File: src/vpw_consts.svh
/*
 Constants of the VPW transmit opcode sequencer: register indices,
 field positions, frame limits, CRC and symbol timing.
 Assumes inclusion by bare name from the checker, the top module and the bench.
*/
`ifndef VPW_CONSTS_SVH
`define VPW_CONSTS_SVH
// ==================================================
// Register indices (byte address is four times)
`define VPW_IDX_TRANSMIT_BYTE_REG 10'h0F1
`define VPW_IDX_TRANSMIT_OPCODE   10'h0F3
`define VPW_IDX_CTRL   10'h0F5
`define VPW_IDX_STAT   10'h0F6
`define VPW_IDX_PADDR  10'h0F7
// ==================================================
// Fields and reset values
`define VPW_OPREG_RST  8'h00
`define VPW_OPREG_MASK 8'hF7
`define VPW_CTRL_EN    0
`define VPW_CTRL_NFL   1
`define VPW_ST_TRA     1
`define VPW_ST_TRANSMIT_UNDERFLOW_FLAG    2
`define VPW_ST_CRC_ERROR_FLAG    3
// ==================================================
// Frame limits
`define VPW_MLC_MAX    4'hB
`define VPW_CNT_MSG    4'hA
`define VPW_CNT_RESPONSE_TYPE1_OP   4'hB
`define VPW_CNT_RESPONSE_TYPE3_OP   4'h9
`define VPW_CNT_IFR3C  4'hA
// ==================================================
// CRC and timing
`define VPW_CRC_INIT   8'hFF
`define VPW_CRC_POLY   8'h1D
`define VPW_CLK_MHZ    250
`define VPW_BRK_US     300
`define VPW_SOF_US     200
`define VPW_SHORT_US   64
`define VPW_LONG_US    128
`define VPW_EOD_US     200
`endif

File: src/vpw_pkg.sv
/*
 Types of the VPW transmit opcode sequencer.
 Assumes nothing beyond the constants header.
*/
package vpw_pkg;
    // ==================================================
    // Types
    typedef enum logic [2:0] {
        VPW_IDLE = 3'b000,
        VPW_SOF  = 3'b001,
        VPW_DATA = 3'b010,
        VPW_EOD  = 3'b011,
        VPW_BRK  = 3'b100
    } vpw_state_t;
    typedef enum logic [2:0] {
        OP_CANCEL = 3'b000,
        OP_BRK    = 3'b001,
        OP_MSG    = 3'b010,
        OP_MSGC   = 3'b011,
        OP_RESPONSE_TYPE1_OP   = 3'b100,
        OP_RESPONSE_TYPE2_OP   = 3'b101,
        OP_RESPONSE_TYPE3_OP   = 3'b110,
        OP_IFR3C  = 3'b111
    } vpw_op_t;
endpackage

File: src/vpw_tx_opcode_seq.sv
/*
 Transmit opcode sequencer of a VPW serial bus controller, AHB-Lite slave.
 Assumes a receive path outside that supplies byte count, EOD, CRC and
 error status, bus idle and arbitration loss, all synchronous to clk.
*/
// Chosen here: register access over AHB-Lite.
`timescale 1ns/1ns
`include "vpw_consts.svh"
module vpw_tx_opcode_seq #(
    parameter logic [16:0] BRK_CYC   = 17'(`VPW_BRK_US * `VPW_CLK_MHZ),
    parameter logic [16:0] SOF_CYC   = 17'(`VPW_SOF_US * `VPW_CLK_MHZ),
    parameter logic [16:0] SHORT_CYC = 17'(`VPW_SHORT_US * `VPW_CLK_MHZ),
    parameter logic [16:0] LONG_CYC  = 17'(`VPW_LONG_US * `VPW_CLK_MHZ),
    parameter logic [16:0] EOD_CYC   = 17'(`VPW_EOD_US * `VPW_CLK_MHZ)
) (
    input  wire logic        clk,
    input  wire logic        rst_n,
    input  wire logic        hsel,
    input  wire logic [31:0] haddr,
    input  wire logic [1:0]  htrans,
    input  wire logic        hwrite,
    input  wire logic [2:0]  hsize,
    input  wire logic [31:0] hwdata,
    input  wire logic        hready,
    output logic             hreadyout,
    output logic             hresp,
    output logic [31:0]      hrdata,
    input  wire logic        busIdle,
    input  wire logic [3:0]  rxByteCount,
    input  wire logic        eodMinPulse,
    input  wire logic        rxCrcOk,
    input  wire logic        frameErr,
    input  wire logic        bitErr,
    input  wire logic        breakErr,
    input  wire logic        rxIfrPortion,
    input  wire logic        arbLost,
    output logic             busOutputPin
);
    import vpw_pkg::*;

    // ==================================================
    // Reset release
    logic rstMeta;
    logic rstSync;
    always_ff @(posedge clk or negedge rst_n) begin
        if (!rst_n) begin
            rstMeta <= 1'b0;
            rstSync <= 1'b0;
        end else begin
            rstMeta <= 1'b1;
            rstSync <= rstMeta;
        end
    end

    // ==================================================
    // Bus slave
    logic        wrPend;
    logic [9:0]  wrIdx;
    logic [7:0]  transmit_byte_reg;
    logic [7:0]  opReg;
    logic [7:0]  paddr;
    logic        blockEnable;
    logic        frameLimitOff;
    logic        trdyFlag;
    logic        traFlag;
    logic        tdufFlag;
    logic        crceFlag;
    vpw_state_t  state;
    wire         addrOk = hsel & htrans[1] & hready & (haddr[31:12] == 20'h0);
    wire  [9:0]  aIdx   = haddr[11:2];
    // Unmapped reads still load hrdata, so they return zero and not stale data
    wire         rdSel  = hsel & htrans[1] & hready & !hwrite;
    wire         busy   = (state != VPW_IDLE);
    wire  [7:0]  statusVec = {3'h0, busy, crceFlag, tdufFlag, traFlag, trdyFlag};
    wire  [7:0]  rdMux =
        (aIdx == `VPW_IDX_TRANSMIT_BYTE_REG) ? transmit_byte_reg :
        (aIdx == `VPW_IDX_TRANSMIT_OPCODE)   ? (opReg & `VPW_OPREG_MASK) :
        (aIdx == `VPW_IDX_CTRL)   ? {6'h0, frameLimitOff, blockEnable} :
        (aIdx == `VPW_IDX_STAT)   ? statusVec :
        (aIdx == `VPW_IDX_PADDR)  ? paddr : 8'h00;
    wire opWr   = wrPend & (wrIdx == `VPW_IDX_TRANSMIT_OPCODE);
    wire dataWr = wrPend & (wrIdx == `VPW_IDX_TRANSMIT_BYTE_REG);
    wire ctrlWr = wrPend & (wrIdx == `VPW_IDX_CTRL);
    wire statWr = wrPend & (wrIdx == `VPW_IDX_STAT);
    wire adrWr  = wrPend & (wrIdx == `VPW_IDX_PADDR);

    assign hreadyout = 1'b1;
    assign hresp     = 1'b0;

    always_ff @(posedge clk or negedge rstSync) begin
        if (!rstSync) begin
            wrPend <= 1'b0;
            wrIdx  <= 10'h000;
            hrdata <= 32'h0000_0000;
        end else begin
            wrPend <= addrOk & hwrite;
            wrIdx  <= aIdx;
            if (rdSel) begin
                hrdata <= addrOk ? {24'h00_0000, rdMux} : 32'h0000_0000;
            end
        end
    end

    always_ff @(posedge clk or negedge rstSync) begin
        if (!rstSync) begin
            transmit_byte_reg        <= 8'h00;
            opReg         <= `VPW_OPREG_RST;
            paddr         <= 8'h00;
            blockEnable   <= 1'b0;
            frameLimitOff <= 1'b0;
        end else begin
            if (dataWr) begin
                transmit_byte_reg <= hwdata[7:0];
            end
            if (opWr) begin
                opReg <= hwdata[7:0] & `VPW_OPREG_MASK;
            end
            if (adrWr) begin
                paddr <= hwdata[7:0];
            end
            if (ctrlWr) begin
                blockEnable   <= hwdata[`VPW_CTRL_EN];
                frameLimitOff <= hwdata[`VPW_CTRL_NFL];
            end
        end
    end

    // ==================================================
    // Opcode decode and checks
    logic        pendValid;
    vpw_op_t     pendOp;
    logic [3:0]  pendMlc;
    vpw_op_t     execOp;
    logic [16:0] cnt;
    logic [7:0]  shift;
    logic [2:0]  bitIdx;
    logic        lvl;
    logic [7:0]  crc;
    logic        crcNext;
    logic        invCrc;
    logic        isCrc;
    wire vpw_op_t wOp  = vpw_op_t'(hwdata[2:0]);
    wire [3:0]    wMlc = hwdata[7:4];
    wire isMsg    = (wOp == OP_MSG) | (wOp == OP_MSGC);
    wire isIfr    = hwdata[2];
    wire txActive = (state == VPW_SOF) | (state == VPW_DATA);
    wire exMsg    = txActive & (execOp == OP_MSG);
    wire exIfr3   = txActive & (execOp == OP_RESPONSE_TYPE3_OP);
    wire exFinal  = txActive & ((execOp == OP_RESPONSE_TYPE1_OP) | (execOp == OP_RESPONSE_TYPE2_OP)
                    | (execOp == OP_IFR3C));
    wire nflOn    = !frameLimitOff;
    // Length count only matters for responses
    wire mlcBad   = isIfr & nflOn & (wMlc > `VPW_MLC_MAX);
    wire msgOver  = isMsg & (exIfr3 | (nflOn & (
                    ((wOp == OP_MSG) & (rxByteCount == `VPW_CNT_MSG)) |
                    ((wOp == OP_MSGC) & (rxByteCount > `VPW_CNT_MSG)))));
    wire ifrLim   = isIfr & nflOn & (
                    (((wOp == OP_RESPONSE_TYPE1_OP) | (wOp == OP_RESPONSE_TYPE2_OP))
                        & (rxByteCount > `VPW_CNT_RESPONSE_TYPE1_OP)) |
                    ((wOp == OP_RESPONSE_TYPE3_OP) & (rxByteCount > `VPW_CNT_RESPONSE_TYPE3_OP)) |
                    ((wOp == OP_IFR3C) & (rxByteCount > `VPW_CNT_IFR3C)));
    wire ifrOver  = isIfr & (exMsg | (exIfr3 & !wOp[1]) | (exIfr3 & ifrLim));
    wire ifrBusy  = isIfr & (exFinal | (rxIfrPortion & !exIfr3));
    wire ufWr     = opWr & (msgOver | ifrOver);
    wire rejWr    = opWr & (ufWr | mlcBad | ifrLim | ifrBusy);
    wire acceptWr = opWr & (isMsg | isIfr) & !rejWr & blockEnable;
    wire cancelWr = opWr & (wOp == OP_CANCEL);
    wire brkWr    = opWr & (wOp == OP_BRK) & blockEnable;

    // ==================================================
    // Response gating at end of body
    wire ifrEod   = (state == VPW_IDLE) & pendValid & pendOp[2] & eodMinPulse;
    wire rxErr    = frameErr | bitErr | breakErr;
    wire mlcMiss  = !rxErr & rxCrcOk & (pendMlc != 4'h0)
                    & (pendMlc != rxByteCount);
    wire ifrStart = ifrEod & !rxErr & rxCrcOk & !mlcMiss;
    wire ifrDrop  = ifrEod & !ifrStart;
    wire arbDrop  = arbLost & txActive;
    wire msgStart = (state == VPW_IDLE) & pendValid & !pendOp[2] & busIdle;

    // ==================================================
    // Byte sequencing
    wire symEnd   = (cnt == 17'h0_0000);
    wire byteEnd  = symEnd & (state == VPW_DATA) & (bitIdx == 3'h7);
    wire contOk   = pendValid & (
                    (!pendOp[2] & (execOp == OP_MSG)) |
                    ((pendOp == OP_RESPONSE_TYPE3_OP) | (pendOp == OP_IFR3C)) & (execOp == OP_RESPONSE_TYPE3_OP));
    wire starve   = (execOp == OP_MSG) | (execOp == OP_RESPONSE_TYPE3_OP);
    wire sofEnd   = (state == VPW_SOF) & symEnd;
    wire loadNow  = ifrStart | sofEnd | (byteEnd & !isCrc & !crcNext & contOk);
    wire uflowNow = byteEnd & !isCrc & !crcNext & !contOk & starve;
    wire crcLoad  = byteEnd & !isCrc & (crcNext | uflowNow);
    wire eodNow   = byteEnd & !loadNow & !crcLoad;
    wire fresh    = (state != VPW_DATA);
    // Byte is read at load time, so a DMA data write after the opcode is still sent
    wire [7:0] loadByte = (pendOp == OP_RESPONSE_TYPE1_OP) | (pendOp == OP_RESPONSE_TYPE2_OP)
                        ? paddr : transmit_byte_reg;
    wire       loadLvl  = fresh ? !sofEnd : !lvl;
    wire [7:0] crcBase  = fresh ? `VPW_CRC_INIT : crc;
    wire [7:0] crcOut   = (invCrc | uflowNow) ? crc : ~crc;

    function automatic logic [16:0] symLen(input logic b, input logic l);
        symLen = ((b ^ l) ? LONG_CYC : SHORT_CYC) - 17'h0_0001;
    endfunction

    function automatic logic [7:0] crcStep(input logic [7:0] c, input logic [7:0] d);
        logic [7:0] r;
        r = c ^ d;
        for (int i = 0; i < 8; i++) begin
            r = {r[6:0], 1'b0} ^ (r[7] ? `VPW_CRC_POLY : 8'h00);
        end
        crcStep = r;
    endfunction

    // ==================================================
    // Pending opcode
    always_ff @(posedge clk or negedge rstSync) begin
        if (!rstSync) begin
            pendValid <= 1'b0;
            pendOp    <= OP_CANCEL;
            pendMlc   <= 4'h0;
        end else if (!blockEnable | brkWr | cancelWr | ufWr) begin
            pendValid <= 1'b0;
        end else if (acceptWr) begin
            pendValid <= 1'b1;
            pendOp    <= wOp;
            pendMlc   <= wMlc;
        end else if (loadNow | ifrDrop | arbDrop) begin
            pendValid <= 1'b0;
        end
    end

    // ==================================================
    // Flags; a set in the same cycle beats a software clear
    wire traSet  = rejWr | (ifrDrop & mlcMiss);
    wire tdufSet = ufWr | uflowNow;
    wire crceSet = ifrEod & !rxErr & !rxCrcOk;
    wire trdySet = !blockEnable | cancelWr | brkWr | traSet | loadNow
                   | ifrDrop | arbDrop;
    always_ff @(posedge clk or negedge rstSync) begin
        if (!rstSync) begin
            trdyFlag <= 1'b1;
            traFlag  <= 1'b0;
            tdufFlag <= 1'b0;
            crceFlag <= 1'b0;
        end else begin
            trdyFlag <= trdySet | (trdyFlag & !opWr);
            traFlag  <= traSet | (traFlag & !(statWr & !hwdata[`VPW_ST_TRA]));
            tdufFlag <= tdufSet | (tdufFlag & !(statWr & !hwdata[`VPW_ST_TRANSMIT_UNDERFLOW_FLAG]));
            crceFlag <= crceSet | (crceFlag & !(statWr & !hwdata[`VPW_ST_CRC_ERROR_FLAG]));
        end
    end

    // ==================================================
    // Symbol engine
    always_ff @(posedge clk or negedge rstSync) begin
        if (!rstSync) begin
            state   <= VPW_IDLE;
            cnt     <= 17'h0_0000;
            shift   <= 8'h00;
            bitIdx  <= 3'h0;
            lvl     <= 1'b0;
            crc     <= `VPW_CRC_INIT;
            execOp  <= OP_CANCEL;
            crcNext <= 1'b0;
            invCrc  <= 1'b0;
            isCrc   <= 1'b0;
        end else if (!blockEnable) begin
            state   <= VPW_IDLE;
            crcNext <= 1'b0;
            invCrc  <= 1'b0;
        end else if (brkWr) begin
            state <= VPW_BRK;
            cnt   <= BRK_CYC - 17'h0_0001;
        end else if (arbDrop) begin
            state <= VPW_IDLE;
        end else if (loadNow) begin
            state   <= VPW_DATA;
            shift   <= loadByte;
            bitIdx  <= 3'h0;
            lvl     <= loadLvl;
            cnt     <= symLen(loadByte[7], loadLvl);
            crc     <= crcStep(crcBase, loadByte);
            execOp  <= pendOp;
            crcNext <= pendOp[1] & pendOp[0];
            invCrc  <= 1'b0;
            isCrc   <= 1'b0;
        end else if (crcLoad) begin
            shift   <= crcOut;
            bitIdx  <= 3'h0;
            lvl     <= !lvl;
            cnt     <= symLen(crcOut[7], !lvl);
            crcNext <= 1'b0;
            isCrc   <= 1'b1;
        end else if (eodNow) begin
            state <= VPW_EOD;
            lvl   <= 1'b0;
            cnt   <= EOD_CYC - 17'h0_0001;
        end else begin
            if (ufWr) begin
                crcNext <= 1'b1;
                invCrc  <= 1'b1;
            end
            unique case (state)
                VPW_IDLE: begin
                    if (msgStart) begin
                        state <= VPW_SOF;
                        cnt   <= SOF_CYC - 17'h0_0001;
                    end
                end
                VPW_DATA: begin
                    if (!symEnd) begin
                        cnt <= cnt - 17'h0_0001;
                    end else begin
                        shift  <= {shift[6:0], 1'b0};
                        bitIdx <= bitIdx + 3'h1;
                        lvl    <= !lvl;
                        cnt    <= symLen(shift[6], !lvl);
                    end
                end
                VPW_SOF, VPW_EOD, VPW_BRK: begin
                    if (!symEnd) begin
                        cnt <= cnt - 17'h0_0001;
                    end else begin
                        state <= VPW_IDLE;
                    end
                end
                default: state <= VPW_IDLE;
            endcase
        end
    end

    // Active level on the bus during SOF, break and active data symbols
    assign busOutputPin = (state == VPW_SOF) | (state == VPW_BRK)
                        | ((state == VPW_DATA) & lvl);
endmodule

File: config.mk
export PLATFORM = sky130hd
export DESIGN_NAME = vpw_tx_opcode_seq
export DESIGN_NICKNAME = d
export VERILOG_FILES = /design/src/vpw_pkg.sv /design/src/vpw_tx_opcode_seq.sv
export VERILOG_INCLUDE_DIRS = /design/src
export SDC_FILE = /design/constraint.sdc
export NUM_CORES = 1
export LEC_CHECK = 0
export BUFFER_PORTS_ARGS = -buffer_cell sky130_fd_sc_hd__buf_2
export CORE_ASPECT_RATIO = 0.5
export CORE_MARGIN = 8
export CORE_UTILIZATION = 51
export DETAILED_ROUTE_END_ITERATION = 8
export HOLD_SLACK_MARGIN = 0.06
export PLACE_DENSITY = 0.74
export SYNTH_ARGS = -nofsm -noshare
export SYNTH_HDL_FRONTEND = slang
export SYNTH_SLANG_ARGS = --single-unit
export TNS_END_PERCENT = 30
File: constraint.sdc
create_clock -name clk -period 3.05 [get_ports clk]
set_input_delay 0 -clock clk [delete_from_list [all_inputs] [get_ports clk]]
set_output_delay 0 -clock clk [all_outputs]
set_load 0.005 [all_outputs]
==> flow_results.org <==
** Status
- The run finished with clean final reports.

** Power and ir drop
- The internal power of the cells totals roughly 2000 uW.
- Pwr Total :: roughly 2700 uW
- Sequential group share of total power :: 0.521
- For this design the static power due to leakage is 0.00346 uW.
- The share of total power dissipated in combinational logic is 0.055.
- For this design the total switching power over the nets is between 600 and 700 uW.
- The worst-case IR drop observed on VDD is between 300 and 400 uV.
- Of the total power, the share spent switching nets is 0.248.
- Part of the power in the clock network :: 0.424
- PwrDens :: about 360 nW/um^2

** Routing
- Wires add up to roughly 17 mm.
- The first detailed-routing pass ran for 5 iterations.
- In the routed design, unresolved DRC markers number 0.
- Routed vias :: 5536
- Once detail routing completed, the nets flagged for antenna violations numbered 0.
- In this run, the number of DRC markers left after iteration 0 of detailed routing was between 400 and 500.
- Avg Vias per Cell :: ~5.8
- Wire per inst :: 17.9 um

** Floorplanning
- Std-Cell Core Area :: 12000 um^2
- Die extent in x :: approximately 170 um
- Die Ht :: approximately 95 um
- The floorplan step defined a die boundary enclosing 16500 um^2.
- The initial utilization of the core area, before any placement, comes to 0.530.
- I/O pin cnt :: 121
- After floorplanning, the core was divided into 28 placement rows.

** Yosys
- Of the total synthesized cell area, the portion taken by full adders, half adders and majority gates is 0.00788.
- Yosys printed 0 warnings.
- Area fraction in compound gates after synthesis :: 0.167
- Counting distinct cell types in the post-synthesis netlist gives 81.
- After synthesis the cells add up to approximately 6300 um^2.
- After technology mapping, the gate count stands at roughly 670.
- Dominant combinational cell family by area after synthesis :: simple AND/OR/NAND/NOR gates
- The share of the Yosys chip area taken by registers is 0.408.
- Of the total synthesized cell area, the portion taken by AND, OR, NAND and NOR gates is 0.199.
- After synthesis, the share of flip-flops with an asynchronous set or reset is 1.00.
- Share of synthesized area spent on multiplexers :: 0.0816
- In this run, synthesis produced a sequential element count of 103.
- Xor/xnor cell area share of the yosys netlist :: 0.0753
- Primary flip-flop cell chosen by synthesis mapping :: sky130_fd_sc_hd__dfrtp_1
- A synthesized cell averages about 9.5 um^2.
- Count of flip-flops with a built-in enable after synthesis :: 0

** Global routing
- Summed over all layers, the global routing overflow is 0.
- Total global routing track utilization :: 0.208
- Number of global-route vias before repair :: 5638
- Entering global routing, the biggest net connects slightly below 50 pins.
- The first global-routing pass estimated between 20 and 30 mm of wire.
- Antenna violations before repair :: 0

** Clock tree
- For this design, the sink count on the clock tree is 103.
- The H-tree was split into 3 levels.
- Worst-Skew Late Latency :: ~0.35 ns
- In this run the post-CTS setup repair buffer count came out at 0.
- Maximum buffer depth of the clock tree :: 2
- Clock tree synthesis selected as its root buffer the cell sky130_fd_sc_hd__clkbuf_16.
- Counting the buffers created by CTS gives 9.
- After clock tree synthesis, the clock-pin slew on the worst setup and hold paths is roughly 0.07 ns.
- TritonCTS built the clock tree.

** Hold path
- The min-delay analysis places its worst path in the category input port to register.
- Instance count along the most critical hold path :: 6

** Finish
- The number of antenna diodes in the final layout is 0.
- Footprint of the flip-flops and latches :: ~2600 um^2
- FILL cells :: roughly 1.0k
- For this run, the share of the core covered by cells in the final layout is 0.625.
- Top library cells by usage in the layout, fill and taps aside :: 93 x sky130_fd_sc_hd__dfrtp_1, 72 x sky130_fd_sc_hd__nand2_1, 64 x sky130_fd_sc_hd__buf_2
- Leaving out fill and tap cells, the most frequent cell in the layout is sky130_fd_sc_hd__dfrtp_1.
- Share of cells above drive strength 1 :: 0.240
- The multi-input combinational cells in the finished layout cover a total of roughly 3500 um^2.
- Compared with the post-synthesis result, the final layout area differs by 17.9%.
- More flip-flops sit in one register than any other, and that register is cnt.
- Registers with the most flip-flops :: cnt: 17 flops, wrIdx: 10 flops
- The register with the most flip-flops in the layout has 17 of them.
- For this run, the post-layout net count is about 870.

** Timing
- The routed design could run at a clock period as short as 2.82 ns.
- Fin crit share :: 0.923
- At the pin with the least slew margin, the transition time is a little over 0.8 ns.
- Setup violations remaining at the end of the flow were counted as 0.
- Clock Skews :: about 0.0096 ns
- RSZ-0062 raised after global routing :: false
- Setup tns final :: 0 ns
- Highest clock rate :: 355 MHz
- The number of slew-limit violations in the final report came to 0.
- Slew headroom :: 0.445
- Final count of hold timing violations :: 0

** Placement
- DPL Wire Length :: 12.5 mm
- Number of buffers inserted by port buffering :: 64
- Routability-driven placement finished with a final weighted congestion of 0.959.

** Critical path
- Slowest cell on crit path :: sky130_fd_sc_hd__or3b_1
- Kind of start point of the critical path :: register
- Data on the critical path arrives at its endpoint at around 3.1 ns.
- By startpoint and endpoint, the worst setup path is classified as register to register.
- Crit-path cells :: or3b_1 -> nor2_1 -> xnor2_1 -> xnor3_2 -> xnor2_2 -> nor3_1 -> a211oi_1
- Critical-path maximum fanout :: 11
- Worst Reg2Reg Path Length in Cells :: 7
- STA classifies the critical path endpoint as a register.
- For the worst setup path, the data required time is 3.31 ns.
- Delay contributed by the slowest stage of the critical path :: 0.63 ns

** Job
- Max-cap violations in this run came to 0.
[cell type report]
cell class              instances  share of cell area
clock inverters                 6             0.00769
inverters                      23              0.0115
clock buffers                  10              0.0306
flip-flops and latches        103               0.346
well taps                     165              0.0276
multi-input cells             518               0.465
repair buffers                123               0.111
[worst max-delay path, delay by kind of cell, from the launching register on]
kind | cells | cell delay [ns]
xor gates and xnor gates | 3 | 1.04
and+or+nand+nor | 3 | 0.90
DFF | 1 | 0.53
AOI/OAI and AO/OA | 1 | 0.25
[timing repair]
item                       4_1_cts  5_1_grt
setup endpoints to repair        0        2
hold endpoints to repair        44        0
hold buffers                    27        0
resized for setup                0        1
[cells by family after synthesis]
logic type	count (synthesis)
other cells	2
xor+xnor	48
fa+ha+maj	4
simple gates	235
compound gates	157
flops	103
mux	47
buf+inv	69
[power by group through the flow]
stage	Sequential, uW	Combinational [uW]	Clock (uW)
2_1_floorplan	1430	72.9	0
3_3_place_gp	1430	120	0
3_5_place_dp	1430	123	0
4_1_cts	1400	147	1160
5_1_grt	1410	165	1220
6_report	1400	149	1140
[routing by layer]
| metal | global-route usage | vias up | wire length (um) |
|---|---|---|---|
| met3 | 0.0506 | 18 | 1110 |
| met4 | 0.0572 | 0 | 199 |
| met1 | 0.264 | 2711 | 7580 |
| met2 | 0.353 | 229 | 8110 |
| li1 | - | 2578 | - |
| met5 | 0 | - | 0 |
[path summary, 6_finish.rpt]
path	from	endpoint	slack, ns
setup reg to reg	state[1]$_DFFE_PN0P_	crc[2]$_DFFE_PN1P_	0.23
setup / recovery	state[1]$_DFFE_PN0P_	crc[2]$_DFFE_PN1P_	0.23
hold reg to reg	rstSync$_DFF_PN0_	hrdata[7]$_DFFE_PN0P_	0.36
max in group asynchronous	rstSync$_DFF_PN0_	crc[1]$_DFFE_PN1P_	1.82
hold / removal	haddr[18]	hrdata[1]$_DFFE_PN0P_	0.09
min in group asynchronous	rstSync$_DFF_PN0_	hrdata[7]$_DFFE_PN0P_	0.36
[synth_stat cells (all sizes together) (3+ instances only)]
cell type | number | share of area
o211ai | 4 | 0.0047
dfrtp | 94 | 0.37
nor2b | 5 | 0.0049
nand3b | 3 | 0.0035
o21ai | 50 | 0.039
a22oi | 4 | 0.0047
a221oi | 4 | 0.0075
and2 | 8 | 0.0081
nor3 | 22 | 0.017
nand2 | 74 | 0.045
nand4b | 4 | 0.0055
a221o | 4 | 0.0063
mux2i | 9 | 0.014
a21oi | 36 | 0.031
a211oi | 6 | 0.0071
o21ba | 3 | 0.0047
clkbuf | 10 | 0.0059
a22o | 7 | 0.0097
nand2b | 9 | 0.0089
inv | 23 | 0.014
nand3 | 10 | 0.0079
a21o | 4 | 0.0047
nand4 | 7 | 0.0069
and3 | 11 | 0.011
xor2 | 10 | 0.015
nor4b | 9 | 0.015
buf | 36 | 0.041
nor3b | 6 | 0.0097
nor2 | 43 | 0.025
nor4 | 14 | 0.018
ha | 4 | 0.0079
a31oi | 7 | 0.0069
dfstp | 9 | 0.037
o2bb2ai | 3 | 0.0041
or3 | 3 | 0.0030
xnor3 | 3 | 0.011
mux2 | 38 | 0.067
a31o | 4 | 0.0069
xnor2 | 35 | 0.049
[per-stage QoR]
stage	cell area, um^2	instances	hold WS (ns)	setup slack [ns]
after global routing	7480	948	0.107	0.0563
after floorplan	6440	690	-0.296	0.486
after detailed placement	6920	905	-0.213	0.174
after global placement	6920	905	-0.214	0.215
after CTS	7480	948	0.0703	0.153
final	7480	948	0.0888	0.235
No activity file was read; power rests on OpenSTA's default activity.
